--- src/tcs_regs.vh ---
/*
  register map, field positions, reset values and timing figures of the
  touch conversion sequencer. assumes word-indexed registers on a 32-bit
  bus, byte address = 4 * index.
*/
`ifndef TCS_REGS_VH
`define TCS_REGS_VH

`define TCS_IDX_CTRL1        4'h1
`define TCS_IDX_CTRL2        4'h2
`define TCS_IDX_CTRL3        4'h3
`define TCS_IDX_LIM_AUX_HI   4'h4
`define TCS_IDX_LIM_AUX_LO   4'h5
`define TCS_IDX_LIM_TEMP_HI  4'h6
`define TCS_IDX_LIM_TEMP_LO  4'h7
`define TCS_IDX_RES_FIRST    4'h8
`define TCS_IDX_RES_LAST     4'hd
`define TCS_IDX_ID           4'he

`define TCS_C1_PEN           15
`define TCS_C1_CHAN_HI       14
`define TCS_C1_CHAN_LO       12
`define TCS_C1_MODE_HI       11
`define TCS_C1_MODE_LO       10
`define TCS_C1_ACQ_HI        9
`define TCS_C1_ACQ_LO        8
`define TCS_C1_TMR_HI        7
`define TCS_C1_TMR_LO        0

`define TCS_C2_GPIO_EN       13
`define TCS_C2_SWRST         4
`define TCS_C2_SETTLE_HI     3
`define TCS_C2_SETTLE_LO     0

`define TCS_C3_TEMP_MASK     15
`define TCS_C3_AUX_MASK      14
`define TCS_C3_INT_MODE      13
`define TCS_C3_GPIO_MASK     12
`define TCS_C3_FLAG_HI       11
`define TCS_C3_FLAG_LO       8
`define TCS_C3_SEL_HI        7
`define TCS_C3_SEL_LO        1

`define TCS_MODE_IDLE        2'b00
`define TCS_MODE_SINGLE      2'b01
`define TCS_MODE_SLAVE       2'b10
`define TCS_MODE_AUTO        2'b11

`define TCS_RST_16           16'h0000

`define TCS_SYS_CLK_KHZ      10000
`define TCS_CONV_CLK_KHZ     2000
`define TCS_TMR_BASE_US      550
`define TCS_TMR_STEP_US      35
`define TCS_SETTLE_UNIT_US   128
`define TCS_ACQ_MIN_PERIODS  4

`endif

--- src/tcs_sequencer.v ---
/*
  touch conversion sequencer: register file, channel sequencer, interval
  timer, settling and sampling windows, limit checks and alert outputs.
  assumes a classic wishbone master, an external converter core that
  answers conv_start_o with conv_done_i and 12-bit data, and synchronous
  touch_i and gpio_alert_i levels.
*/
`timescale 1ns/1ps
`default_nettype none
`include "tcs_regs.vh"

module tcs_sequencer #(
  parameter ID_REV           = 4'h1,
  parameter ID_DEV           = 8'h5a,
  parameter CONV_DIV         = `TCS_SYS_CLK_KHZ / `TCS_CONV_CLK_KHZ,
  parameter TMR_BASE_TICKS   = `TCS_TMR_BASE_US * `TCS_CONV_CLK_KHZ / 1000,
  parameter TMR_STEP_TICKS   = `TCS_TMR_STEP_US * `TCS_CONV_CLK_KHZ / 1000,
  parameter SETTLE_UNIT_TICKS = `TCS_SETTLE_UNIT_US * `TCS_CONV_CLK_KHZ / 1000,
  parameter CNT_W            = 24
) (
  input  wire        sys_clk,
  input  wire        rst_n,
  input  wire        wb_cyc_i,
  input  wire        wb_stb_i,
  input  wire        wb_we_i,
  input  wire [7:0]  wb_adr_i,
  input  wire [3:0]  wb_sel_i,
  input  wire [31:0] wb_dat_i,
  output reg  [31:0] wb_dat_o,
  output reg         wb_ack_o,
  input  wire        touch_i,
  input  wire        gpio_alert_i,
  input  wire        conv_done_i,
  input  wire [11:0] conv_data_i,
  output reg         conv_start_o,
  output reg  [2:0]  conv_channel_o,
  output reg         sample_o,
  output reg         irq_n_o,
  output reg         touch_detect_output_n_o
);

  localparam [2:0] ST_IDLE   = 3'd0;
  localparam [2:0] ST_WAIT   = 3'd1;
  localparam [2:0] ST_PICK   = 3'd2;
  localparam [2:0] ST_SETTLE = 3'd3;
  localparam [2:0] ST_ACQ    = 3'd4;
  localparam [2:0] ST_CONV   = 3'd5;
  localparam [2:0] ST_GAP    = 3'd6;

  reg  [15:0]      ctrl1_r;
  reg  [15:0]      ctrl2_r;
  reg  [3:0]       cfg3_r;
  reg  [6:0]       sel3_r;
  reg  [3:0]       flag_r;
  reg  [15:0]      lim_r [0:3];
  reg  [15:0]      res_r [0:5];
  reg              dav_r;
  reg              srst_r;
  reg  [2:0]       st_r;
  reg  [6:0]       pend_r;
  reg              first_r;
  reg  [2:0]       cur_r;
  reg              armed_r;
  reg  [CNT_W-1:0] cnt_r;
  reg  [7:0]       div_r;
  reg              tick_r;
  reg  [15:0]      rd_val;
  integer          i;

  wire        core_rst_n = rst_n & ~srst_r;
  wire        req        = wb_cyc_i & wb_stb_i;
  wire        acc        = req & wb_ack_o;
  wire        mapped     = (wb_adr_i[7:6] == 2'b00);
  wire [3:0]  idx        = wb_adr_i[5:2];
  wire        wr         = acc & wb_we_i & mapped;
  wire        rd         = acc & ~wb_we_i & mapped;
  wire        wr_c1      = wr & (idx == `TCS_IDX_CTRL1);
  wire        wr_c2      = wr & (idx == `TCS_IDX_CTRL2);
  wire        wr_c3      = wr & (idx == `TCS_IDX_CTRL3);
  wire        rd_res     = rd & (idx >= `TCS_IDX_RES_FIRST) & (idx <= `TCS_IDX_RES_LAST);

  wire [1:0]  mode       = ctrl1_r[`TCS_C1_MODE_HI:`TCS_C1_MODE_LO];
  wire [7:0]  tmr        = ctrl1_r[`TCS_C1_TMR_HI:`TCS_C1_TMR_LO];
  wire [1:0]  sampling_window_code        = ctrl1_r[`TCS_C1_ACQ_HI:`TCS_C1_ACQ_LO];
  wire [2:0]  chan       = ctrl1_r[`TCS_C1_CHAN_HI:`TCS_C1_CHAN_LO];
  wire [3:0]  settle     = ctrl2_r[`TCS_C2_SETTLE_HI:`TCS_C2_SETTLE_LO];
  wire        gpio_en    = ctrl2_r[`TCS_C2_GPIO_EN];
  wire        int_mode   = cfg3_r[`TCS_C3_INT_MODE - 12];

  function [15:0] merge;
    input [15:0] old;
    input [15:0] d;
    input [1:0]  sel;
    begin
      merge = {sel[1] ? d[15:8] : old[15:8], sel[0] ? d[7:0] : old[7:0]};
    end
  endfunction

  // highest pending bit wins, so position channels go first
  function [2:0] top_idx;
    input [6:0] p;
    integer k;
    begin
      top_idx = 3'd0;
      for (k = 0; k < 7; k = k + 1) begin
        if (p[k])
          top_idx = k[2:0];
      end
    end
  endfunction

  function [5:0] settle_mult;
    input [3:0] code;
    begin
      case (code)
        4'ha:    settle_mult = 6'd12;
        4'hb:    settle_mult = 6'd14;
        4'hc:    settle_mult = 6'd16;
        4'hd:    settle_mult = 6'd20;
        4'he:    settle_mult = 6'd28;
        4'hf:    settle_mult = 6'd32;
        default: settle_mult = {2'b00, code} + 6'd1;
      endcase
    end
  endfunction

  wire [15:0] c1_wval   = merge(ctrl1_r, wb_dat_i[15:0], wb_sel_i[1:0]);
  wire [15:0] c2_wval   = merge(ctrl2_r, wb_dat_i[15:0], wb_sel_i[1:0]);
  wire [15:0] c3_old    = {cfg3_r, flag_r, sel3_r, 1'b0};
  wire [15:0] c3_wval   = merge(c3_old, wb_dat_i[15:0], wb_sel_i[1:0]);
  wire [1:0]  new_mode  = c1_wval[`TCS_C1_MODE_HI:`TCS_C1_MODE_LO];

  // channel set for a sequence: pin use drops aux and battery
  wire [6:0]  seq_mask  = gpio_en ? (sel3_r & 7'b1111001) :
                          (sel3_r[2] & sel3_r[1]) ? (sel3_r & 7'b1111011) : sel3_r;
  wire [6:0]  sgl_mask  = (chan == 3'd0) ? 7'h00 : (7'h01 << (chan - 3'd1));
  wire [6:0]  start_msk = (mode == `TCS_MODE_SINGLE) ? sgl_mask : seq_mask;

  wire [2:0]  nxt_idx   = top_idx(pend_r);
  wire        finish    = (st_r == ST_PICK) && (pend_r == 7'h00);
  wire        clr_mode  = finish && (tmr == 8'h00) && (mode != `TCS_MODE_AUTO);
  wire        conv_ok   = (st_r == ST_CONV) && conv_done_i;
  wire [15:0] res_val   = {4'h0, conv_data_i};
  wire [2:0]  res_slot  = (cur_r >= 3'd3) ? (3'd6 - cur_r) :
                          (cur_r == 3'd0) ? 3'd5 : 3'd4;

  wire [31:0] acq_ticks = `TCS_ACQ_MIN_PERIODS << sampling_window_code;
  wire [31:0] set_ticks = settle_mult(settle) * SETTLE_UNIT_TICKS;
  wire [31:0] gap_ticks = TMR_BASE_TICKS + TMR_STEP_TICKS * ({24'h0, tmr} - 32'd1);
  wire        cnt_done  = (cnt_r == {CNT_W{1'b0}});

  // masked limit alert, only meaningful in limit-alert mode
  wire        alert     = int_mode & (
                          (|flag_r[3:2] & ~cfg3_r[`TCS_C3_AUX_MASK - 12]) |
                          (|flag_r[1:0] & ~cfg3_r[`TCS_C3_TEMP_MASK - 12]) |
                          (gpio_alert_i & ~cfg3_r[`TCS_C3_GPIO_MASK - 12]));

  // bus slave: ack one cycle after the request, dropped the cycle after
  always @(posedge sys_clk or negedge rst_n) begin
    if (!rst_n) begin
      wb_ack_o <= 1'b0;
      wb_dat_o <= 32'h0000_0000;
      srst_r   <= 1'b0;
    end else begin
      wb_ack_o <= req & ~wb_ack_o;
      if (req & ~wb_ack_o)
        wb_dat_o <= {16'h0000, rd_val};
      srst_r <= wr_c2 & c2_wval[`TCS_C2_SWRST];
    end
  end

  always @* begin
    rd_val = 16'h0000;
    if (mapped) begin
      case (idx)
        `TCS_IDX_CTRL1:       rd_val = ctrl1_r;
        `TCS_IDX_CTRL2:       rd_val = ctrl2_r;
        `TCS_IDX_CTRL3:       rd_val = c3_old;
        `TCS_IDX_LIM_AUX_HI:  rd_val = lim_r[0];
        `TCS_IDX_LIM_AUX_LO:  rd_val = lim_r[1];
        `TCS_IDX_LIM_TEMP_HI: rd_val = lim_r[2];
        `TCS_IDX_LIM_TEMP_LO: rd_val = lim_r[3];
        4'h8:                 rd_val = res_r[0];
        4'h9:                 rd_val = res_r[1];
        4'ha:                 rd_val = res_r[2];
        4'hb:                 rd_val = res_r[3];
        4'hc:                 rd_val = res_r[4];
        4'hd:                 rd_val = res_r[5];
        `TCS_IDX_ID:          rd_val = {4'h0, ID_REV[3:0], ID_DEV[7:0]};
        default:              rd_val = 16'h0000;
      endcase
    end
  end

  // register file; hardware sets win over a software write
  always @(posedge sys_clk or negedge core_rst_n) begin
    if (!core_rst_n) begin
      ctrl1_r <= `TCS_RST_16;
      ctrl2_r <= `TCS_RST_16;
      cfg3_r  <= 4'h0;
      sel3_r  <= 7'h00;
      flag_r  <= 4'h0;
      dav_r   <= 1'b0;
      for (i = 0; i < 4; i = i + 1)
        lim_r[i] <= `TCS_RST_16;
      for (i = 0; i < 6; i = i + 1)
        res_r[i] <= `TCS_RST_16;
    end else begin
      if (wr_c1)
        ctrl1_r <= c1_wval;
      else if (clr_mode)
        ctrl1_r[`TCS_C1_MODE_HI:`TCS_C1_MODE_LO] <= `TCS_MODE_IDLE;
      if (wr_c2)
        ctrl2_r <= {c2_wval[15:5], 1'b0, c2_wval[3:0]};
      if (wr_c3) begin
        cfg3_r <= c3_wval[15:12];
        sel3_r <= c3_wval[`TCS_C3_SEL_HI:`TCS_C3_SEL_LO];
      end
      for (i = 0; i < 4; i = i + 1) begin
        if (wr && (idx == `TCS_IDX_LIM_AUX_HI + i[3:0]))
          lim_r[i] <= merge(lim_r[i], wb_dat_i[15:0], wb_sel_i[1:0]);
      end
      if (conv_ok)
        res_r[res_slot] <= res_val;
      // flags: written value holds unless a limit breach sets the bit
      flag_r <= (wr_c3 ? c3_wval[`TCS_C3_FLAG_HI:`TCS_C3_FLAG_LO] : flag_r) | {
                conv_ok && (res_slot == 3'd4) && (res_val < lim_r[1]),
                conv_ok && (res_slot == 3'd4) && (res_val > lim_r[0]),
                conv_ok && (res_slot == 3'd5) && (res_val < lim_r[3]),
                conv_ok && (res_slot == 3'd5) && (res_val > lim_r[2])};
      dav_r <= conv_ok | (dav_r & ~rd_res);
    end
  end

  // converter clock tick derived from the system clock
  always @(posedge sys_clk or negedge core_rst_n) begin
    if (!core_rst_n) begin
      div_r  <= 8'h00;
      tick_r <= 1'b0;
    end else begin
      if (div_r == CONV_DIV[7:0] - 8'd1) begin
        div_r  <= 8'h00;
        tick_r <= 1'b1;
      end else begin
        div_r  <= div_r + 8'd1;
        tick_r <= 1'b0;
      end
    end
  end

  // armed: a fresh touch may start an autonomous sequence
  always @(posedge sys_clk or negedge core_rst_n) begin
    if (!core_rst_n)
      armed_r <= 1'b0;
    else if (!touch_i || (wr_c1 && new_mode == `TCS_MODE_AUTO))
      armed_r <= 1'b1;
    else if (finish && mode == `TCS_MODE_AUTO && tmr == 8'h00)
      armed_r <= 1'b0;
  end

  // channel sequencer
  always @(posedge sys_clk or negedge core_rst_n) begin
    if (!core_rst_n) begin
      st_r           <= ST_IDLE;
      pend_r         <= 7'h00;
      first_r        <= 1'b0;
      cur_r          <= 3'd0;
      cnt_r          <= {CNT_W{1'b0}};
      conv_start_o   <= 1'b0;
      conv_channel_o <= 3'd0;
      sample_o       <= 1'b0;
    end else begin
      conv_start_o <= 1'b0;
      if (tick_r && !cnt_done)
        cnt_r <= cnt_r - {{(CNT_W-1){1'b0}}, 1'b1};
      if (wr_c1) begin
        sample_o <= 1'b0;
        case (new_mode)
          `TCS_MODE_IDLE: st_r <= ST_IDLE;
          `TCS_MODE_AUTO: st_r <= ST_WAIT;
          default:        st_r <= ST_WAIT;
        endcase
      end else begin
        case (st_r)
          ST_IDLE: st_r <= ST_IDLE;
          ST_WAIT: begin
            if (mode != `TCS_MODE_AUTO || (touch_i && armed_r)) begin
              pend_r  <= start_msk;
              first_r <= 1'b1;
              st_r    <= ST_PICK;
            end
          end
          ST_PICK: begin
            if (pend_r == 7'h00) begin
              if (tmr == 8'h00)
                st_r <= (mode == `TCS_MODE_AUTO) ? ST_WAIT : ST_IDLE;
              else if (mode == `TCS_MODE_AUTO && !touch_i)
                st_r <= ST_WAIT;
              else begin
                cnt_r <= gap_ticks[CNT_W-1:0];
                st_r  <= ST_GAP;
              end
            end else begin
              cur_r          <= nxt_idx;
              conv_channel_o <= nxt_idx + 3'd1;
              if (first_r || nxt_idx >= 3'd3) begin
                cnt_r <= set_ticks[CNT_W-1:0];
                st_r  <= ST_SETTLE;
              end else begin
                cnt_r    <= acq_ticks[CNT_W-1:0];
                sample_o <= 1'b1;
                st_r     <= ST_ACQ;
              end
            end
          end
          ST_SETTLE: begin
            if (cnt_done) begin
              cnt_r    <= acq_ticks[CNT_W-1:0];
              sample_o <= 1'b1;
              st_r     <= ST_ACQ;
            end
          end
          ST_ACQ: begin
            if (cnt_done) begin
              sample_o     <= 1'b0;
              conv_start_o <= 1'b1;
              st_r         <= ST_CONV;
            end
          end
          ST_CONV: begin
            if (conv_done_i) begin
              pend_r[cur_r] <= 1'b0;
              first_r       <= 1'b0;
              st_r          <= ST_PICK;
            end
          end
          ST_GAP: begin
            if (mode == `TCS_MODE_AUTO && !touch_i)
              st_r <= ST_WAIT;
            else if (cnt_done) begin
              pend_r  <= start_msk;
              first_r <= 1'b1;
              st_r    <= ST_PICK;
            end
          end
          default: st_r <= ST_IDLE;
        endcase
      end
    end
  end

  // touch pin: touch when pen bit clear, limit alert when set; irq pin: limit alert in limit-alert mode, else data ready
  always @(posedge sys_clk or negedge core_rst_n) begin
    if (!core_rst_n) begin
      irq_n_o                 <= 1'b1;
      touch_detect_output_n_o <= 1'b1;
    end else begin
      irq_n_o                 <= int_mode ? ~alert : ~dav_r;
      touch_detect_output_n_o <= ctrl1_r[`TCS_C1_PEN] ? ~alert : ~touch_i;
    end
  end

endmodule

`default_nettype wire

--- config.mk ---
export PLATFORM = sky130hd
export DESIGN_NAME = tcs_sequencer
export DESIGN_NICKNAME = d
export VERILOG_FILES = /design/src/tcs_sequencer.v
export VERILOG_INCLUDE_DIRS = /design/src
export SDC_FILE = /design/constraint.sdc
export NUM_CORES = 1
export LEC_CHECK = 0
export BUFFER_PORTS_ARGS = -buffer_cell sky130_fd_sc_hd__buf_4
export CAP_MARGIN = 20
export CORE_MARGIN = 3
export CORE_UTILIZATION = 50
export DETAILED_ROUTE_END_ITERATION = 10
export GPL_TIMING_DRIVEN = 0
export PLACE_DENSITY = 0.76
export SYNTH_ARGS = -nofsm -noshare
export SYNTH_HDL_FRONTEND = slang
export SYNTH_SLANG_ARGS = --single-unit
export TNS_END_PERCENT = 30
--- constraint.sdc ---
create_clock -name sys_clk -period 57.6 [get_ports sys_clk]
set_input_delay 11.52 -clock sys_clk [delete_from_list [all_inputs] [get_ports sys_clk]]
set_output_delay 11.52 -clock sys_clk [all_outputs]
set_load 0.05 [all_outputs]
Word-level counts from Yosys, hierarchy flattened --
Cells that the tools add are included.
Operators by class: add/sub/neg operators 8, multiply operators 1, $lt $le $gt $ge 12, eq/ne operators 44, shifts and indexed selects 2, multiplexer cells 72, bitwise logic cells 39, reductions and logical operators 58
Operator list (count):
- 16-bit one-hot mux with 14 select lines | 1
- 24-bit two-way mux | 7
- 96-bit bitwise mux | 1
- 3-bit two-way mux | 19
- 4-bit == test, second input constant | 13
- 16-bit demux with 3-bit select | 1
- 24-bit one-hot mux with 2 select lines | 1
- 7-bit two-way mux | 6
- 6-bit one-hot mux with 6 select lines | 1
- 12-bit by 16-bit > comparator with 1-bit output | 2
- 12-bit by 16-bit < comparator with 1-bit output | 2
- 6-bit by 32-bit multiplier with 23-bit output, first input constant | 1
- 16-bit two-way mux | 2
- 2-bit AND reduction | 14
- 11-bit by 24-bit adder with 24-bit output, first input constant | 1
- 24-bit zero test | 1
- 3-bit by 2-bit << shifter with 24-bit output, first input constant | 1
- 24-bit by 1-bit subtractor with 24-bit output, second input constant | 1
- 1-bit logical AND | 22
- 1-bit two-way mux | 21
- 7-bit one-hot mux with 3 select lines | 1
- 1-bit bitwise AND | 20
- 3-bit != test, second input constant | 6
- 3-bit one-hot mux with 6 select lines | 1
- 49 further kinds | 90
Storage, ports and cells: register bits 280, input bits 64, output and inout port bits 40

Depth between registers and ports, before layout --
Gate-level depths: netlist of the first run.
depth in word-level cells 12, mapped depth 20

Worst setup path before layout of the first run --
Ideal clock, no wire load.
path type input to register, start point in wb_adr_i[3], end point reg cnt_r[3], setup time 0.129 ns, data arrival time 13.355 ns, data required time 57.471 ns, setup slack 44.116 ns, cell stages on the path 9, path buffers 1, path through nand2b_1 -> nor3_1 -> and2_1 -> clkbuf_1 -> nor3_1 -> a311oi_1 -> a211oi_1 -> a21oi_1 -> o21ai_0
On the way: cells in the longest elaborated chain, start to end 3
RTL lines:
- start, declared | RTL line tcs_sequencer.v:26 | input wire [7:0] wb_adr_i,
- 4-bit by 1-bit == test with 1-bit output
- 1-bit bitwise AND | RTL line tcs_sequencer.v:77 | wire wr_c1 = wr & (idx == `TCS_IDX_CTRL1);
- 24-bit two-way mux | RTL line tcs_sequencer.v:276 | if (wr_c1) begin
- end signal, assigned | RTL line tcs_sequencer.v:268 | cnt_r <= {CNT_W{1'b0}};
- end signal, assigned | RTL line tcs_sequencer.v:275 | cnt_r <= cnt_r - {{(CNT_W-1){1'b0}}, 1'b1};
- end signal, assigned | RTL line tcs_sequencer.v:300 | cnt_r <= gap_ticks[CNT_W-1:0];
- end, declared | RTL line tcs_sequencer.v:64 | reg [CNT_W-1:0] cnt_r;
No other way between the ends. A chain may end at the register's enable or synchronous reset.

Worst setup path after layout of the first run --
start point in wb_adr_i[4], end point reg lim_r[9] in the netlist's numbering
On the way: cells in the longest elaborated chain, start to end 3
RTL lines:
- 4-bit by 3-bit == test with 1-bit output | RTL line tcs_sequencer.v:220 | if (wr && (idx == `TCS_IDX_LIM_AUX_HI + i[3:0]))
- 1-bit logical AND | RTL line tcs_sequencer.v:220
- 2-bit AND reduction (no line)
- end signal, assigned by index | RTL line tcs_sequencer.v:205 | lim_r[i] <= `TCS_RST_16;
- end signal, assigned by index | RTL line tcs_sequencer.v:221 | lim_r[i] <= merge(lim_r[i], wb_dat_i[15:0], wb_sel_i[1:0]);
- end, declared | RTL line tcs_sequencer.v:55 | reg [15:0] lim_r [0:3];
No other way between the ends.

==> flow_summary_export.csv, run 1 <==
group,metric,value,unit
outcome,status,"completed",
sta,worstMarginPinSlew,1.14,ns
route,via_count,12300,
sta,finalClockSkew,0.0316,ns
setup_path,critPathKind,"in -> reg",
power,leakagePower,7.86,nW
floorplan,pin_count,104,
route,wl_per_cell,22.0,microns
setup_path,path_max_fanout,10,
min_path,min_path_type,"reg -> async",
grt,grt_usage,0.271,
sta,hold_violations,0,
placement,gp_congestion,0.949,
route,routed_wl,42.9,mm
clock_network,cts-root-buf,"clkbuf_16",
clock_network,post_cts_buffers,0,
cells_and_area,fin_cells,1951,
power,p_seq_frac,0.413,
power,sw_frac_of_total,0.278,
logic_synthesis,synth-seq-cells,256,
grt,grt_pass1_vias,11800,
floorplan,rows,62,
clock_network,cts_hold_buffers,0,
cells_and_area,final_net_count,1706,
sta,setup_viol,0,
route,vias_per_cell,6.31,
route,drt_iter0_markers,1396,
setup_path,crit_path_start_kind,"input pin",
floorplan,die_width,178,microns
setup_path,cp-end-kind,"flip-flop",
clock_network,cts_buffer_depth,3,
sta,layout_min_cycle_time,14.28,ns
floorplan,die_height,178,microns
clock_network,clock-sinks,256,
logic_synthesis,post_synth.cell_area_avg,10.3,sq um
route,drc,0,
run,max-cap-violations,0,
placement,place_area,0.0160,sq mm
logic_synthesis,synth_top_area_frac,0.431,
power,switching_power,0.122,mW
clock_network,cts-resized-gates,0,
clock_network,cts_htree_levels,1,
logic_synthesis,synth_cells,1424,
power,p_clk_frac,0.415,
sta,fin_tns_setup,0,ns
power,ir_drop,0.0202,mV
setup_path,arrival,14.70,ns
grt,antenna_found_initial,1,
power,total_power,0.439,mW
logic_synthesis,yosysMostFrequentCell,"dfrtp_1",
sta,fmax,0.0700,GHz
cells_and_area,final_cell_area,0.0169,sq mm
logic_synthesis,synth_edf_count,0,
grt,grt_pass1_wl,66.7,mm
clock_network,clk_pin_slew,0.07,ns
power,combPwrFrac,0.171,
power,p_int,0.317,mW
logic_synthesis,yosys-top-cells-count,"dfrtp_1 (254), mux2_2 (176), nand2_1 (102), ha_1 (90), nor2_1 (88)",
grt,grt_max_degree,32,
floorplan,dieArea,0.0316,sq mm
clock_network,cts_tree,"built",
logic_synthesis,seq_area_frac_synth,0.435,
logic_synthesis,yosys_warnings,0,
power,power_density,25.9,mW/mm^2
sta,period_share,0.248,
logic_synthesis,synth_top_flop_cell,"dfrtp_1",
sta,slew_headroom,0.236,
cells_and_area,fin_util,0.587,
logic_synthesis,async_reset_ff_frac,1.00,
sta,rsz0062_at_grt,"false",
logic_synthesis,synth_cell_types,77,
cells_and_area,final_layout_size_suffix_gt1_frac,0.218,
clock_network,insertion_delay,0.56,ns
placement,post-dp-hpwl,32.2,mm
placement,portBuffers,63,
floorplan,fp.coreArea,0.0289,sq mm
clock_network,numCtsBuffers,28,
route,drt_pre_antenna_iters,6,
grt,overflow,0,
cells_and_area,syn_to_final_growth,15.0,%
logic_synthesis,netlist_area,0.0147,sq mm
route,ant_nets,0,
logic_synthesis,synth.top_cells.by_area,"dfrtp_1 (43%), mux2_2 (13%), ha_1 (7.6%)",
placement,placedCellCount,1901,
cells_and_area,antenna-diode-count,0,
setup_path,cp.required,58.02,ns
sta,maxSlewViolCount,0,
floorplan,start_util,0.511,
logic_synthesis,synth_top_cell_by_area,"dfrtp_1",
==> sequential cells by signal (all words and copies together), names as in the netlist, 3 cells and up <==
name            cells
res_r              72
lim_r              64
cnt_r              24
ctrl1_r            16
wb_dat_o           16
ctrl2_r            15
div_r               8
pend_r              7
sel3_r              7
cfg3_r              4
flag_r              4
conv_channel_o      3
cur_r               3
st_r                3
==> per-stage QoR <==
stage / worst slack, ns / hold WS, ns
after floorplan: 31.28 / 0.382
final: 43.32 / 0.444
after CTS: 43.52 / 0.452
after global placement: 25.24 / 0.453
after detailed placement: 42.98 / 0.447
after global routing: 43.27 / 0.467
==> metal layers <==
| metal | vias to the layer above | wire [microns] | track usage |
|---|---|---|---|
| met3 | 105 | 4070 | 0.0518 |
| li1 | 5456 | - | - |
| met2 | 622 | 19300 | 0.420 |
| met1 | 6119 | 18000 | 0.384 |
| met4 | 2 | 1510 | 0.0884 |
| met5 | - | 13 | 0 |
==> cell type report <==
| type | count | area, sq um |
|---|---|---|
| inverters | 81 | 304 |
| flip-flops and latches | 256 | 6410 |
| clock inverters | 13 | 135 |
| multi-input cells | 1037 | 7780 |
| repair buffers | 78 | 734 |
| plain buffers | 65 | 309 |
| clock buffers | 37 | 796 |
| fillers | 2413 | 11900 |
| well taps | 384 | 480 |
==> final timing paths <==
| check | cells past startpoint | end | slack (ns) | start |
|---|---|---|---|---|
| max | 7 | lim_r[9]$_DFFE_PN0P_ | 43.32 | wb_adr_i[4] |
| min | 1 | st_r[0]$_DFFE_PN0P_ | 0.44 | srst_r$_DFF_PN0_ |
| max reg2reg | 18 | cnt_r[16]$_DFF_PN0_ | 52.07 | ctrl1_r[2]$_DFFE_PN0P_ |
| min reg2reg | 1 | st_r[0]$_DFFE_PN0P_ | 0.44 | srst_r$_DFF_PN0_ |
| max in group asynchronous | 6 | lim_r[32]$_DFFE_PN0P_ | 44.95 | rst_n |
| min in group sys_clk | 1 | irq_n_o$_DFF_PN1_ | 0.45 | dav_r$_DFF_PN0_ |
==> logic make-up (layout without fill, tap and decap cells) <==
kind of cell             Yosys count  after routing  share of synthesized area
XOR/XNOR                          51             51                     0.0308
other                              1             16                   0.000254
buffers and inverters            146            274                     0.0416
multiplexers                     180            180                      0.137
adder cells (fa/ha/maj)           95             95                     0.0832
flip-flops                       256            256                      0.435
AND/OR/NAND/NOR                  365            365                      0.121
AO/OA/AOI/OAI                    330            330                      0.151
==> worst max-delay path: stages <==
cell and delay (ns):
buf_4 0.11, clkbuf_1 0.35, nand2b_1 0.18, nor2_1 0.86
clkbuf_1 0.71, nand2_1 0.54, mux2_2 0.42
==> layout by cell type (no fill, tap or decap), types with 5 or more instances in the layout <==
master	instances
o22ai_1	5
clkinv_2	5
xnor2_1	27
conb_1	16
nor2_1	88
xor2_1	23
buf_4	83
a22oi_1	64
a21o_1	15
o21ai_1	10
clkbuf_1	48
a222oi_1	12
o211ai_1	11
and3_1	9
dfrtp_1	254
nand3_1	35
or2_2	7
nor2b_1	9
nand2b_1	14
nor4_1	12
and2_1	9
fa_1	5
nor3_1	33
a211oi_1	8
a22o_1	5
ha_1	90
buf_12	5
nand2_1	102
inv_1	81
a221oi_1	8
a21oi_1	50
o21a_1	10
o21ai_0	71
or3_1	8
o31ai_1	9
mux2_2	176
nand4_1	17
clkbuf_16	29
a31oi_1	16
==> power by group through the flow <==
stage,registers (mW),clock network [mW],logic [mW]
floorplan,0.185,0,0.0538
global placement,0.185,0,0.0710
detailed placement,0.185,0,0.0744
CTS,0.181,0.183,0.0749
global route,0.181,0.191,0.0839
finish,0.181,0.182,0.0752
(Power assumes the default switching activity.)
==> run 2, diff against run 1 <==
Settings changed: ABC_AREA from default to 1.
Clock period 57.6 ns to 14.5 ns, I/O delays scaled along.
==> flow_summary_export.csv, run 2 <==
group,metric,value,unit
logic_synthesis,synth-seq-cells,256,
route,drt_pre_antenna_iters,6,
route,vias_per_cell,5.86,
setup_path,r2r-end,"cnt_r[23]$_DFF_PN0_",
setup_path,cp-end-kind,"flip-flop",
power,switching_power,1.03,mW
power,p_seq_frac,0.359,
cells_and_area,antenna-diode-count,0,
floorplan,fp.coreArea,0.0302,sq mm
logic_synthesis,synth_top_cell_by_area,"dfrtp_1",
sta,setup_ws,9.59,ns
setup_path,critPathKind,"reg -> reg",
sta,period_share,0.338,
logic_synthesis,synth.top_cells.by_area,"dfrtp_1 (41%), nand2_1 (12%), o21ai_0 (8.2%)",
logic_synthesis,yosysMostFrequentCell,"nand2_1",
sta,layout_min_cycle_time,4.91,ns
route,highest_layer,"met4",
logic_synthesis,yosys_warnings,0,
setup_path,arrival,5.33,ns
route,wl_met2,23.8,mm
logic_synthesis,async_reset_ff_frac,1.00,
sta,maxSlewViolCount,0,
clock_network,post_cts_buffers,0,
logic_synthesis,synth_top_flop_cell,"dfrtp_1",
floorplan,dieArea,0.0333,sq mm
setup_path,critPathLaunch,"ctrl1_r[0]$_DFFE_PN0P_",
grt,grt_pass1_wl,80.8,mm
route,met1_length,20.0,mm
clock_network,insertion_delay,0.58,ns
cells_and_area,syn_to_final_growth,14.1,%
setup_path,cp.required,14.93,ns
power,p_clk_frac,0.290,
floorplan,die_height,182,microns
clock_network,cts_buffer_depth,3,
clock_network,cts_htree_levels,1,
logic_synthesis,synth_cells,2033,
power,leakagePower,8.64,nW
setup_path,r2r_slack,9.59,ns
placement,post-dp-hpwl,38.9,mm
sta,rsz0062_at_grt,"false",
clock_network,cts_tree,"built",
power,power_density,147,mW/mm^2
route,dr_wl_met3,4.06,mm
power,ir_drop,0.103,mV
sta,slew_headroom,0.432,
grt,antenna_found_initial,0,
power,p_int,1.58,mW
route,wl_per_cell,19.9,microns
setup_path,crit_path_start_kind,"flip-flop",
sta,finalClockSkew,0.0409,ns
cells_and_area,regMostFlops,"res_r",
floorplan,pin_count,104,
logic_synthesis,yosys-top-cells-count,"nand2_1 (487), inv_1 (267), o21ai_0 (255), dfrtp_1 (254), nor2_1 (140)",
floorplan,start_util,0.516,
route,via_count,15000,
grt,grt_max_degree,33,
floorplan,die_width,182,microns
clock_network,cts_hold_buffers,0,
min_path,min_path_type,"reg -> async",
cells_and_area,fillers,2768,
logic_synthesis,synth_edf_count,0,
route,drc,0,
logic_synthesis,synth_cell_types,62,
run,max-cap-violations,0,
power,sw_frac_of_total,0.394,
clock_network,numCtsBuffers,28,
outcome,status,"completed",
placement,portBuffers,67,
setup_path,reg2reg_from,"ctrl1_r[0]$_DFFE_PN0P_",
sta,fmax,0.204,GHz
clock_network,cts-root-buf,"clkbuf_16",
cells_and_area,top_regs,"res_r (72), lim_r (64), cnt_r (24)",
logic_synthesis,seq_area_frac_synth,0.412,
grt,grt_pass1_vias,14700,
cells_and_area,largest_register_ff_count,72,
route,ant_nets,0,
setup_path,reg2reg_depth,24,
grt,overflow,0,
route,drt_iter0_markers,1493,
clock_network,cts-resized-gates,0,
power,combPwrFrac,0.351,
logic_synthesis,netlist_area,0.0156,sq mm
cells_and_area,final_common_cell,"nand2_1",
placement,preCtsSetupSlack,9.25,ns
placement,placedCellCount,2513,
route,routed_wl,51.0,mm
sta,setup_viol,0,
floorplan,rows,63,
placement,gp_congestion,0.969,
clock_network,clk_pin_slew,0.06,ns
logic_synthesis,post_synth.cell_area_avg,7.66,sq um
cells_and_area,final_net_count,2312,
sta,hold_violations,0,
clock_network,clock-sinks,256,
cells_and_area,final_cell_mix,"nand2_1 (487), inv_1 (267), o21ai_0 (255)",
logic_synthesis,synth_top_area_frac,0.408,
cells_and_area,final_layout_size_suffix_gt1_frac,0.0989,
sta,worstMarginPinSlew,0.844,ns
cells_and_area,fin_cells,2564,
grt,grt_usage,0.305,
setup_path,path_max_fanout,8,
run 2: kinds of logic (layout without fill, tap and decap cells):
kind of cell    after synthesis  after routing  share of synthesized area
compound gates              468            468                      0.172
fa+ha+maj                    95             95                     0.0787
flops                       256            256                      0.412
xor+xnor                     36             36                     0.0202
other cells                   1             16                   0.000241
buf+inv                     354            480                     0.0917
simple gates                823            823                      0.226
run 2: cell type report:
type / count / area, sq um / share of cell area
flip-flops and latches: 256 / 6410 / 0.361
inverters: 286 / 1070 / 0.0604
clock buffers: 39 / 812 / 0.0457
well taps: 390 / 488 / 0.0275
clock inverters: 12 / 173 / 0.00972
multi-input cells: 1438 / 7800 / 0.439
repair buffers: 75 / 663 / 0.0373
plain buffers: 68 / 354 / 0.0199
run 2: worst max-delay path by stage:
| stage | to | cells past startpoint |
|---|---|---|
| 5_1_grt | cnt_r[23]$_DFF_PN0_ | 26 |
| 3_3_place_gp | lim_r[5]$_DFFE_PN0P_ | 3 |
| 2_1_floorplan | armed_r$_DFFE_PN0P_ | 2 |
| 6_report | cnt_r[23]$_DFF_PN0_ | 24 |
| 3_5_place_dp | wb_dat_o[3]$_DFFE_PN0P_ | 10 |
| 4_1_cts | cnt_r[23]$_DFF_PN0_ | 24 |
run 2: layer usage:
layer  track usage  up-vias
met3        0.0444      172
li1              -     6975
met2         0.507      697
met5             0        -
met1         0.388     7189
met4         0.155        0
run 2: per-stage QoR:
step | setup TNS [ns] | utilization | total power [mW] | area [sq um] | hold slack [ns]
finish | 0 | 0.589 | 2.61 | 17800 | 0.424
global route | 0 | 0.589 | 2.78 | 17800 | 0.452
CTS | 0 | 0.589 | 2.60 | 17800 | 0.428
detailed placement | 0 | 0.556 | 1.85 | 16800 | 0.434
global placement | -173.49 | 0.551 | 1.82 | 16600 | 0.466
floorplan | 0 | - | 1.59 | 15600 | 0.397
run 2: critical path, stage by stage, from the launching register on:
cell and delay [ns]:
dfrtp_1 0.45, inv_2 0.17, ha_1 0.24, nand2_1 0.10
nor2_1 0.50, ha_1 0.36, ha_1 0.28, inv_1 0.05
fa_1 0.55, inv_1 0.05, ha_1 0.36, a21oi_1 0.33
nand2_1 0.09, nand2_1 0.09, nand3_1 0.10, nand2_1 0.12
nand2_1 0.10, nor2_1 0.15, inv_1 0.09, nor2_2 0.15
nand2_1 0.11, nand3_1 0.14, nand2_1 0.06, nand2_1 0.07
nand2_1 0.06
run 2: power groups by stage:
stage / Clock, mW / Combinational, mW / Sequential, mW
final: 0.757 / 0.916 / 0.937
after global routing: 0.792 / 1.04 / 0.950
after CTS: 0.762 / 0.907 / 0.933
after detailed placement: 0 / 0.900 / 0.946
after global placement: 0 / 0.880 / 0.942
after floorplan: 0 / 0.645 / 0.947
